--- config.mk ---
export PLATFORM = sky130hd
export DESIGN_NAME = igmc_target
export DESIGN_NICKNAME = d
export VERILOG_FILES = /design/src/logic/igmc_pkg.sv /design/src/logic/igmc_pins_if.sv /design/src/logic/igmc_sync.sv /design/src/logic/igmc_target.sv
export SDC_FILE = /design/constraint.sdc
export NUM_CORES = 1
export LEC_CHECK = 0
export BUFFER_PORTS_ARGS = -buffer_cell sky130_fd_sc_hd__buf_2
export CAP_MARGIN = 40
export CORE_MARGIN = 5
export CORE_UTILIZATION = 45
export CTS_CLUSTER_DIAMETER = 40
export CTS_CLUSTER_SIZE = 16
export DETAILED_ROUTE_END_ITERATION = 6
export PLACE_DENSITY_LB_ADDON = 0.2
export SYNTH_ARGS = -nofsm -noshare
export SYNTH_HDL_FRONTEND = slang
export SYNTH_SLANG_ARGS = --single-unit
--- constraint.sdc ---
create_clock -name i_clk -period 4.7 [get_ports i_clk]
set_input_delay 0.47 -clock i_clk [delete_from_list [all_inputs] [get_ports i_clk]]
set_output_delay 0.47 -clock i_clk [all_outputs]
set_load 0.1 [all_outputs]
--- src/logic/igmc_pkg.sv ---
// Package with constants and types for the gain and mode control target
package igmc_pkg;

  // ************************************************************
  // Bus address
  // ************************************************************
  localparam logic [5:0] ADDR_UPPER = 6'h33;  // 110011

  // ************************************************************
  // Control byte fields and reset value
  // ************************************************************
  localparam int GAIN_MSB = 7;
  localparam int GAIN_LSB = 4;
  localparam int PHG_BIT = 3;
  localparam int MODE_MSB = 2;
  localparam logic [7:0] CTRL_RESET = 8'h00;   // Gain 0000 is standby
  localparam logic [3:0] GAIN_STANDBY = 4'h0;
  localparam logic [3:0] GAIN_UNDEF = 4'hf;
  localparam logic [7:0] STATUS_THERMAL = 8'hf0;
  localparam logic [7:0] STATUS_POP = 8'hf1;

  // ************************************************************
  // Timing
  // ************************************************************
  localparam int CLK_MHZ = 250;
  localparam int SCL_MAX_KHZ = 400;
  localparam int SCL_PERIOD_CYC = (CLK_MHZ * 1000) / SCL_MAX_KHZ;

  // ************************************************************
  // Protocol states
  // ************************************************************
  typedef enum logic [2:0] {
    IGMC_IDLE,
    IGMC_ADDR,
    IGMC_ADDR_ACK,
    IGMC_WR_DATA,
    IGMC_WR_ACK,
    IGMC_RD_DATA,
    IGMC_RD_ACK
  } igmc_state_type;

endpackage

--- src/logic/igmc_pins_if.sv ---
// Interface carrying conditioned bus events between internal modules
`timescale 1ns/1ps
interface igmc_pins_if;
  logic scl_rise;
  logic scl_fall;
  logic sda;
  logic start;
  logic stop;
  modport source (output scl_rise, output scl_fall, output sda,
    output start, output stop);
  modport sink (input scl_rise, input scl_fall, input sda,
    input start, input stop);
endinterface

--- src/logic/igmc_sync.sv ---
// Two-flop synchroniser and edge finder for the serial clock and data
`timescale 1ns/1ps
module igmc_sync
  import igmc_pkg::*;
(
  // Clock and reset
  input wire logic i_clk,
  input wire logic i_reset,
  // Raw pins
  input wire logic i_scl,
  input wire logic i_sda,
  // Conditioned events
  igmc_pins_if.source ev
);

  logic [1:0] scl_sync_reg;
  logic [1:0] sda_sync_reg;
  logic scl_last_reg;
  logic sda_last_reg;

  // Two flops per line; only the second is read
  always_ff @(posedge i_clk)
  begin
    if (i_reset)
    begin
      scl_sync_reg <= 2'h3;
      sda_sync_reg <= 2'h3;
      scl_last_reg <= 1'b1;
      sda_last_reg <= 1'b1;
    end
    else
    begin
      scl_sync_reg <= {scl_sync_reg[0], i_scl};
      sda_sync_reg <= {sda_sync_reg[0], i_sda};
      scl_last_reg <= scl_sync_reg[1];
      sda_last_reg <= sda_sync_reg[1];
    end
  end

  // Start and stop are data edges while the clock stays high
  assign ev.scl_rise = scl_sync_reg[1] & ~scl_last_reg;
  assign ev.scl_fall = ~scl_sync_reg[1] & scl_last_reg;
  assign ev.sda = sda_sync_reg[1];
  assign ev.start = scl_sync_reg[1] & scl_last_reg & sda_last_reg
    & ~sda_sync_reg[1];
  assign ev.stop = scl_sync_reg[1] & scl_last_reg & ~sda_last_reg
    & sda_sync_reg[1];

endmodule

--- src/logic/igmc_target.sv ---
// I2C target with one control byte steering gain, mode and phantom ground
`timescale 1ns/1ps
module igmc_target
  import igmc_pkg::*;
(
  // Clock and reset
  input wire logic i_clk,
  input wire logic i_reset,
  // Serial bus pins, clock is input only
  input wire logic i_scl,
  input wire logic i_sda,
  output logic o_sda_out,
  output logic o_sda_oe,
  // Address select pin
  input wire logic i_addr_select,
  // Status from the analog side
  input wire logic i_thermal_shutdown,
  input wire logic i_pop_reduction,
  // Decoded controls to the amplifier
  output logic [3:0] o_gain_code,
  output logic o_standby,
  output logic o_gain_undefined,
  output logic o_phantom_ground_enable,
  output logic [2:0] o_output_mode,
  output logic [1:0] o_channel_shutdown,
  output logic [7:0] o_control,
  output logic o_write_strobe
);

  // ************************************************************
  // Pin conditioning
  // ************************************************************
  igmc_pins_if ev ();

  // Clock line sampled like any other pin; the target never stretches it
  igmc_sync u_sync (
    .i_clk(i_clk),
    .i_reset(i_reset),
    .i_scl(i_scl),
    .i_sda(i_sda),
    .ev(ev)
  );

  // Status flags and address select pin each sampled through two flops as they come in
  logic [1:0] thermal_sync_reg;
  logic [1:0] pop_sync_reg;
  logic [1:0] addr_sel_sync_reg;

  always_ff @(posedge i_clk)
  begin
    if (i_reset)
    begin
      thermal_sync_reg <= 2'h0;
      pop_sync_reg <= 2'h0;
      addr_sel_sync_reg <= 2'h0;
    end
    else
    begin
      thermal_sync_reg <= {thermal_sync_reg[0], i_thermal_shutdown};
      pop_sync_reg <= {pop_sync_reg[0], i_pop_reduction};
      addr_sel_sync_reg <= {addr_sel_sync_reg[0], i_addr_select};
    end
  end

  // ************************************************************
  // Helpers
  // ************************************************************
  // Address match on the seven upper bits of the first byte
  function automatic logic addr_match(input logic [7:0] b, input logic sel);
    addr_match = (b[7:2] == ADDR_UPPER) && (b[1] == sel);
  endfunction

  // Channel shutdown pattern for a mode field; modes 5-8 silence one side
  function automatic logic [1:0] mode_shutdown(input logic [2:0] m);
    case (m)
      3'h4, 3'h5: mode_shutdown = 2'h1;
      3'h6, 3'h7: mode_shutdown = 2'h2;
      default: mode_shutdown = 2'h0;
    endcase
  endfunction

  // ************************************************************
  // Protocol engine
  // ************************************************************
  igmc_state_type state_reg;
  logic [7:0] shift_reg;
  logic [2:0] bit_cnt_reg;
  logic [7:0] ctrl_reg;
  logic [7:0] tx_reg;
  logic sda_oe_reg;
  logic wr_strobe_reg;
  logic master_ack_reg;

  // Value handed to the master on a read
  logic [7:0] read_value;
  always_comb
  begin
    if (thermal_sync_reg[1])
      read_value = STATUS_THERMAL;
    else if (pop_sync_reg[1])
      read_value = STATUS_POP;
    else
      read_value = ctrl_reg;
  end

  // Bit shifting happens on clock rise; data line changes on clock fall
  always_ff @(posedge i_clk)
  begin
    if (i_reset)
    begin
      state_reg <= IGMC_IDLE;
      shift_reg <= 8'h00;
      bit_cnt_reg <= 3'h0;
      tx_reg <= 8'h00;
      sda_oe_reg <= 1'b0;
      master_ack_reg <= 1'b0;
    end
    else if (ev.start)
    begin
      // Repeated start restarts address phase from any state
      state_reg <= IGMC_ADDR;
      bit_cnt_reg <= 3'h0;
      // Stale byte would be taken for an address at the start's clock fall
      shift_reg <= 8'h00;
      sda_oe_reg <= 1'b0;
    end
    else if (ev.stop)
    begin
      state_reg <= IGMC_IDLE;
      sda_oe_reg <= 1'b0;
    end
    else
    begin
      case (state_reg)
        IGMC_IDLE:
        begin
          sda_oe_reg <= 1'b0;
        end
        IGMC_ADDR, IGMC_WR_DATA:
        begin
          if (ev.scl_rise)
          begin
            shift_reg <= {shift_reg[6:0], ev.sda};
            bit_cnt_reg <= bit_cnt_reg + 3'h1;
          end
          if (ev.scl_fall && bit_cnt_reg == 3'h0 && sda_oe_reg)
            sda_oe_reg <= 1'b0;
          else if (ev.scl_fall && bit_cnt_reg == 3'h0 &&
            state_reg == IGMC_ADDR && !sda_oe_reg && shift_reg != 8'h00)
          begin
            // Eighth bit in: match address, else ignore the transfer
            if (addr_match(shift_reg, addr_sel_sync_reg[1]))
            begin
              sda_oe_reg <= 1'b1;
              state_reg <= IGMC_ADDR_ACK;
            end
            else
              state_reg <= IGMC_IDLE;
          end
          else if (ev.scl_fall && bit_cnt_reg == 3'h0 &&
            state_reg == IGMC_WR_DATA && !sda_oe_reg)
          begin
            sda_oe_reg <= 1'b1;
            state_reg <= IGMC_WR_ACK;
          end
        end
        IGMC_ADDR_ACK, IGMC_WR_ACK:
        begin
          // Ack bit held low until the ninth clock falls
          if (ev.scl_fall)
          begin
            bit_cnt_reg <= 3'h0;
            if (state_reg == IGMC_ADDR_ACK && shift_reg[0])
            begin
              state_reg <= IGMC_RD_DATA;
              tx_reg <= {read_value[6:0], 1'b0};
              sda_oe_reg <= ~read_value[7];
            end
            else
            begin
              state_reg <= IGMC_WR_DATA;
              sda_oe_reg <= 1'b0;
              shift_reg <= 8'h00;
            end
          end
        end
        IGMC_RD_DATA:
        begin
          if (ev.scl_rise)
            bit_cnt_reg <= bit_cnt_reg + 3'h1;
          if (ev.scl_fall)
          begin
            if (bit_cnt_reg == 3'h0)
            begin
              // Release for the master's ack bit
              sda_oe_reg <= 1'b0;
              state_reg <= IGMC_RD_ACK;
            end
            else
            begin
              sda_oe_reg <= ~tx_reg[7];
              tx_reg <= {tx_reg[6:0], 1'b0};
            end
          end
        end
        IGMC_RD_ACK:
        begin
          if (ev.scl_rise)
            master_ack_reg <= ~ev.sda;
          if (ev.scl_fall)
          begin
            if (master_ack_reg)
            begin
              // Same value again, no address increment
              state_reg <= IGMC_RD_DATA;
              bit_cnt_reg <= 3'h0;
              tx_reg <= {read_value[6:0], 1'b0};
              sda_oe_reg <= ~read_value[7];
            end
            else
              state_reg <= IGMC_IDLE;
          end
        end
        default:
        begin
          state_reg <= IGMC_IDLE;
          sda_oe_reg <= 1'b0;
        end
      endcase
    end
  end

  // ************************************************************
  // Control register
  // ************************************************************
  // Loaded when the ack of each written data byte begins
  always_ff @(posedge i_clk)
  begin
    if (i_reset)
    begin
      ctrl_reg <= CTRL_RESET;
      wr_strobe_reg <= 1'b0;
    end
    else
    begin
      wr_strobe_reg <= 1'b0;
      if (state_reg == IGMC_WR_DATA && ev.scl_fall && bit_cnt_reg == 3'h0
        && !sda_oe_reg && !ev.start && !ev.stop)
      begin
        ctrl_reg <= shift_reg;
        wr_strobe_reg <= 1'b1;
      end
    end
  end

  // ************************************************************
  // Outputs
  // ************************************************************
  // Decoded controls registered so every output leaves a flop
  always_ff @(posedge i_clk)
  begin
    if (i_reset)
    begin
      o_gain_code <= GAIN_STANDBY;
      o_standby <= 1'b1;
      o_gain_undefined <= 1'b0;
      o_phantom_ground_enable <= 1'b0;
      o_output_mode <= 3'h0;
      o_channel_shutdown <= 2'h3;
      o_control <= CTRL_RESET;
      o_write_strobe <= 1'b0;
      o_sda_out <= 1'b0;
      o_sda_oe <= 1'b0;
    end
    else
    begin
      o_gain_code <= ctrl_reg[GAIN_MSB:GAIN_LSB];
      o_standby <= (ctrl_reg[GAIN_MSB:GAIN_LSB] == GAIN_STANDBY);
      o_gain_undefined <= (ctrl_reg[GAIN_MSB:GAIN_LSB] == GAIN_UNDEF);
      o_phantom_ground_enable <= ctrl_reg[PHG_BIT];
      o_output_mode <= ctrl_reg[MODE_MSB:0];
      o_channel_shutdown <= (ctrl_reg[GAIN_MSB:GAIN_LSB] == GAIN_STANDBY)
        ? 2'h3 : mode_shutdown(ctrl_reg[MODE_MSB:0]);
      o_control <= ctrl_reg;
      o_write_strobe <= wr_strobe_reg;
      o_sda_out <= 1'b0;
      o_sda_oe <= sda_oe_reg;
    end
  end

endmodule

==> impl_metrics.csv <==
group,metric,value,unit
run_status,status,"complete, no violations",
global_routing,grt_pass1_vias,1632,
placed_design,portBuffers,28,
timing,maxSlewViolCount,0,
pwr,p_sw,242,uW
logic_synthesis,ys_seq_elements,58,
floorplanning,ios,30,
logic_synthesis,synth_edf_count,0,
critical_path,end_kind,"flop",
critical_path,worst_ep_arrival_time,2.42,ns
clock_tree,clk_latency,0.34,ns
critical_path,cpPeakStageDelay,0.81,ns
detailed_routing,drt-initial-drc-count,63,
global_routing,grt_overflow,0,
clock_tree,cts_inserted_buffers,9,
timing,rsz0062_at_grt,"false",
detailed_routing,wl,4920,um
clock_tree,ctsRootBufferMaster,"clkbuf_8",
global_routing,grt_use_total,0.145,
detailed_routing,ant_nets,0,
clock_tree,path_clk_slew,0.06,ns
layout,seq_area,1160,um2
layout,mostFrequentLayoutCells,"58 x dfxtp_1, 28 x buf_2, 25 x nor2_1, 17 x nor2b_1, 16 x a21oi_1",
detailed_routing,avgViaCountPerCell,5.18,
critical_path,cp_cell_sequence,"nand2b_1 > o22ai_1 > nand3b_2 > or4b_1 > a21oi_1",
detailed_routing,wl_per_cell,13.5,um
pwr,vdd_drop_max,227,uV
critical_path,crit_family,"simple AND/OR/NAND/NOR gates",
clock_tree,post_cts_buffers,0,
pwr,p_total,1040,uW
logic_synthesis,synth_cell_types,55,
pwr,clock_power_share,0.444,
timing,holdWs,0.313,ns
logic_synthesis,synthesis.nets,277,
floorplanning,core_area,5470,um2
layout,multi_input_area,1190,um2
worst_hold_path,hold_path_class,"input pin to flop",
layout,layout.nets,295,
clock_tree,cts_max_path_buffers,2,
global_routing,grt_pass1_wl,8090,um
logic_synthesis,syn_inst,268,
clock_tree,cts_resized,0,
pwr,power_density,368,nW/um2
clock_tree,cts_tree,"built",
layout,drive_gt1_frac,0.206,
critical_path,setup.worst_path.class,"flop to flop",
floorplanning,die_area,7230,um2
clock_tree,ctsHoldBuffers,0,
timing,min_period_over_period,0.460,
timing,hold_viol_final,0,
critical_path,path_buf_inv,0,
layout,antenna_cells,0,
timing,worst_slew_pin_slew,0.761,ns
pwr,power_leakage,0.00107,uW
floorplanning,chipWidth,85,um
pwr,seqPwrFrac,0.495,
logic_synthesis,synth_area,2530,um2
logic_synthesis,yosysSeqAreaShare,0.459,
layout,final_common_cell,"dfxtp_1",
timing,slew_headroom,0.492,
logic_synthesis,async_reset_ff_frac,0,
detailed_routing,vias,1880,
detailed_routing,drc_errors,0,
clock_tree,clock_sinks,58,
pwr,comb_power_share,0.061,
run,max_cap_violations,0,
timing,setup_viol,0,
global_routing,grt_max_degree,36,
critical_path,start_kind,"flop",
logic_synthesis,syn_area_per_cell,9.44,um2
global_routing,grt_antenna_before_repair,0,
critical_path,slowest_stage,"dfxtp_1",
pwr,intPower,796,uW
floorplanning,rows,27,
detailed_routing,drtPass1Iterations,4,
logic_synthesis,synth_ff_type,"dfxtp_1",
floorplanning,die_y,85,um
floorplanning,initial_core_util,0.463,
critical_path,required,4.96,ns
timing,max_freq,0.463,GHz
layout,synthToLayoutAreaGrowth,11.4,%
timing,finClkSkew,0.00777,ns
placed_design,place.gp.congestion,0.842,
critical_path,crit_path_max_fanout,19,
pwr,swShare,0.233,
timing,finalCriticalPeriod,2.16,ns
placed_design,dpl.hpwl,3470,um
logic_synthesis,yosysWarnings,0,
layout,n_fill_cell,533,
clock_tree,cts_htree_levels,3,
timing,finalSetupTns,0,ns
[cell families after synthesis]
logic type | count (synthesis) | share of synthesized area
other | 1 | 0.00148
flip-flops | 58 | 0.459
adder cells (fa/ha/maj) | 2 | 0.00988
AO/OA/AOI/OAI | 52 | 0.153
buffers and inverters | 29 | 0.0697
XOR/XNOR | 2 | 0.00692
AND/OR/NAND/NOR | 115 | 0.265
multiplexers | 9 | 0.0356
[metrics by stage]
step	area [um2]	instances	worst slack (ns)	util
2_1_floorplan	2530	268	2.87	-
4_1_cts	2820	363	2.56	0.515
5_1_grt	2820	363	2.38	0.515
3_3_place_gp	2620	347	2.63	0.478
3_5_place_dp	2620	347	2.58	0.478
6_report	2820	363	2.54	0.515
[Yosys cell counts (3+ instances only)]
master	count	area, um2
a211o_1	5	43.8
a21o_1	3	22.5
a21oi_1	16	80.1
and2_1	8	50.1
buf_4	11	82.6
clkbuf_1	5	18.8
dfxtp_1	58	1160
inv_1	7	26.3
mux2i_1	9	90.1
nand2_1	13	48.8
nand2b_1	6	37.5
nand3_1	10	50.1
nor2_1	25	93.8
nor2b_1	17	106
nor3_1	6	30.0
nor4_1	4	25.0
nor4b_1	3	26.3
o21ai_0	4	20.0
o22a_1	7	61.3
o22ai_1	3	18.8
or2_2	7	43.8
[power by group through the flow]
stage | Combinational [uW] | Sequential, uW | Clock, uW
floorplan | 59.1 | 519 | 0
detailed placement | 63.3 | 524 | 0
global placement | 63.5 | 524 | 0
global route | 69.9 | 515 | 500
CTS | 63.7 | 513 | 475
finish | 63.2 | 513 | 461
[final cells by class]
class	count	share of cell area
Multi-Input combinational cell	181	0.423
Sequential cell	58	0.412
Clock buffer	12	0.0550
Timing Repair Buffer	28	0.0497
Tap cell	72	0.0319
Clock inverter	4	0.0177
Inverter	8	0.0106
[routing by layer]
layer,GRT usage,part of all wire,vias up
met3,0.0621,0.073,9
met4,0.0561,0.015,0
li1,-,-,965
met5,0,0,-
met1,0.186,0.47,851
met2,0.213,0.44,55
[final timing paths]
kind / from / cells past startpoint / end / slack, ns
max reg2reg: state_reg[0] / 5 / tx_reg[1] / 2.54
max: state_reg[0] / 5 / tx_reg[1] / 2.54
min reg2reg: u_sync.sda_sync_reg[0] / 1 / u_sync.sda_sync_reg[1] / 0.41
min: i_sda / 2 / u_sync.sda_sync_reg[0] / 0.31
Note: power is estimated with default switching activity, not from simulation.
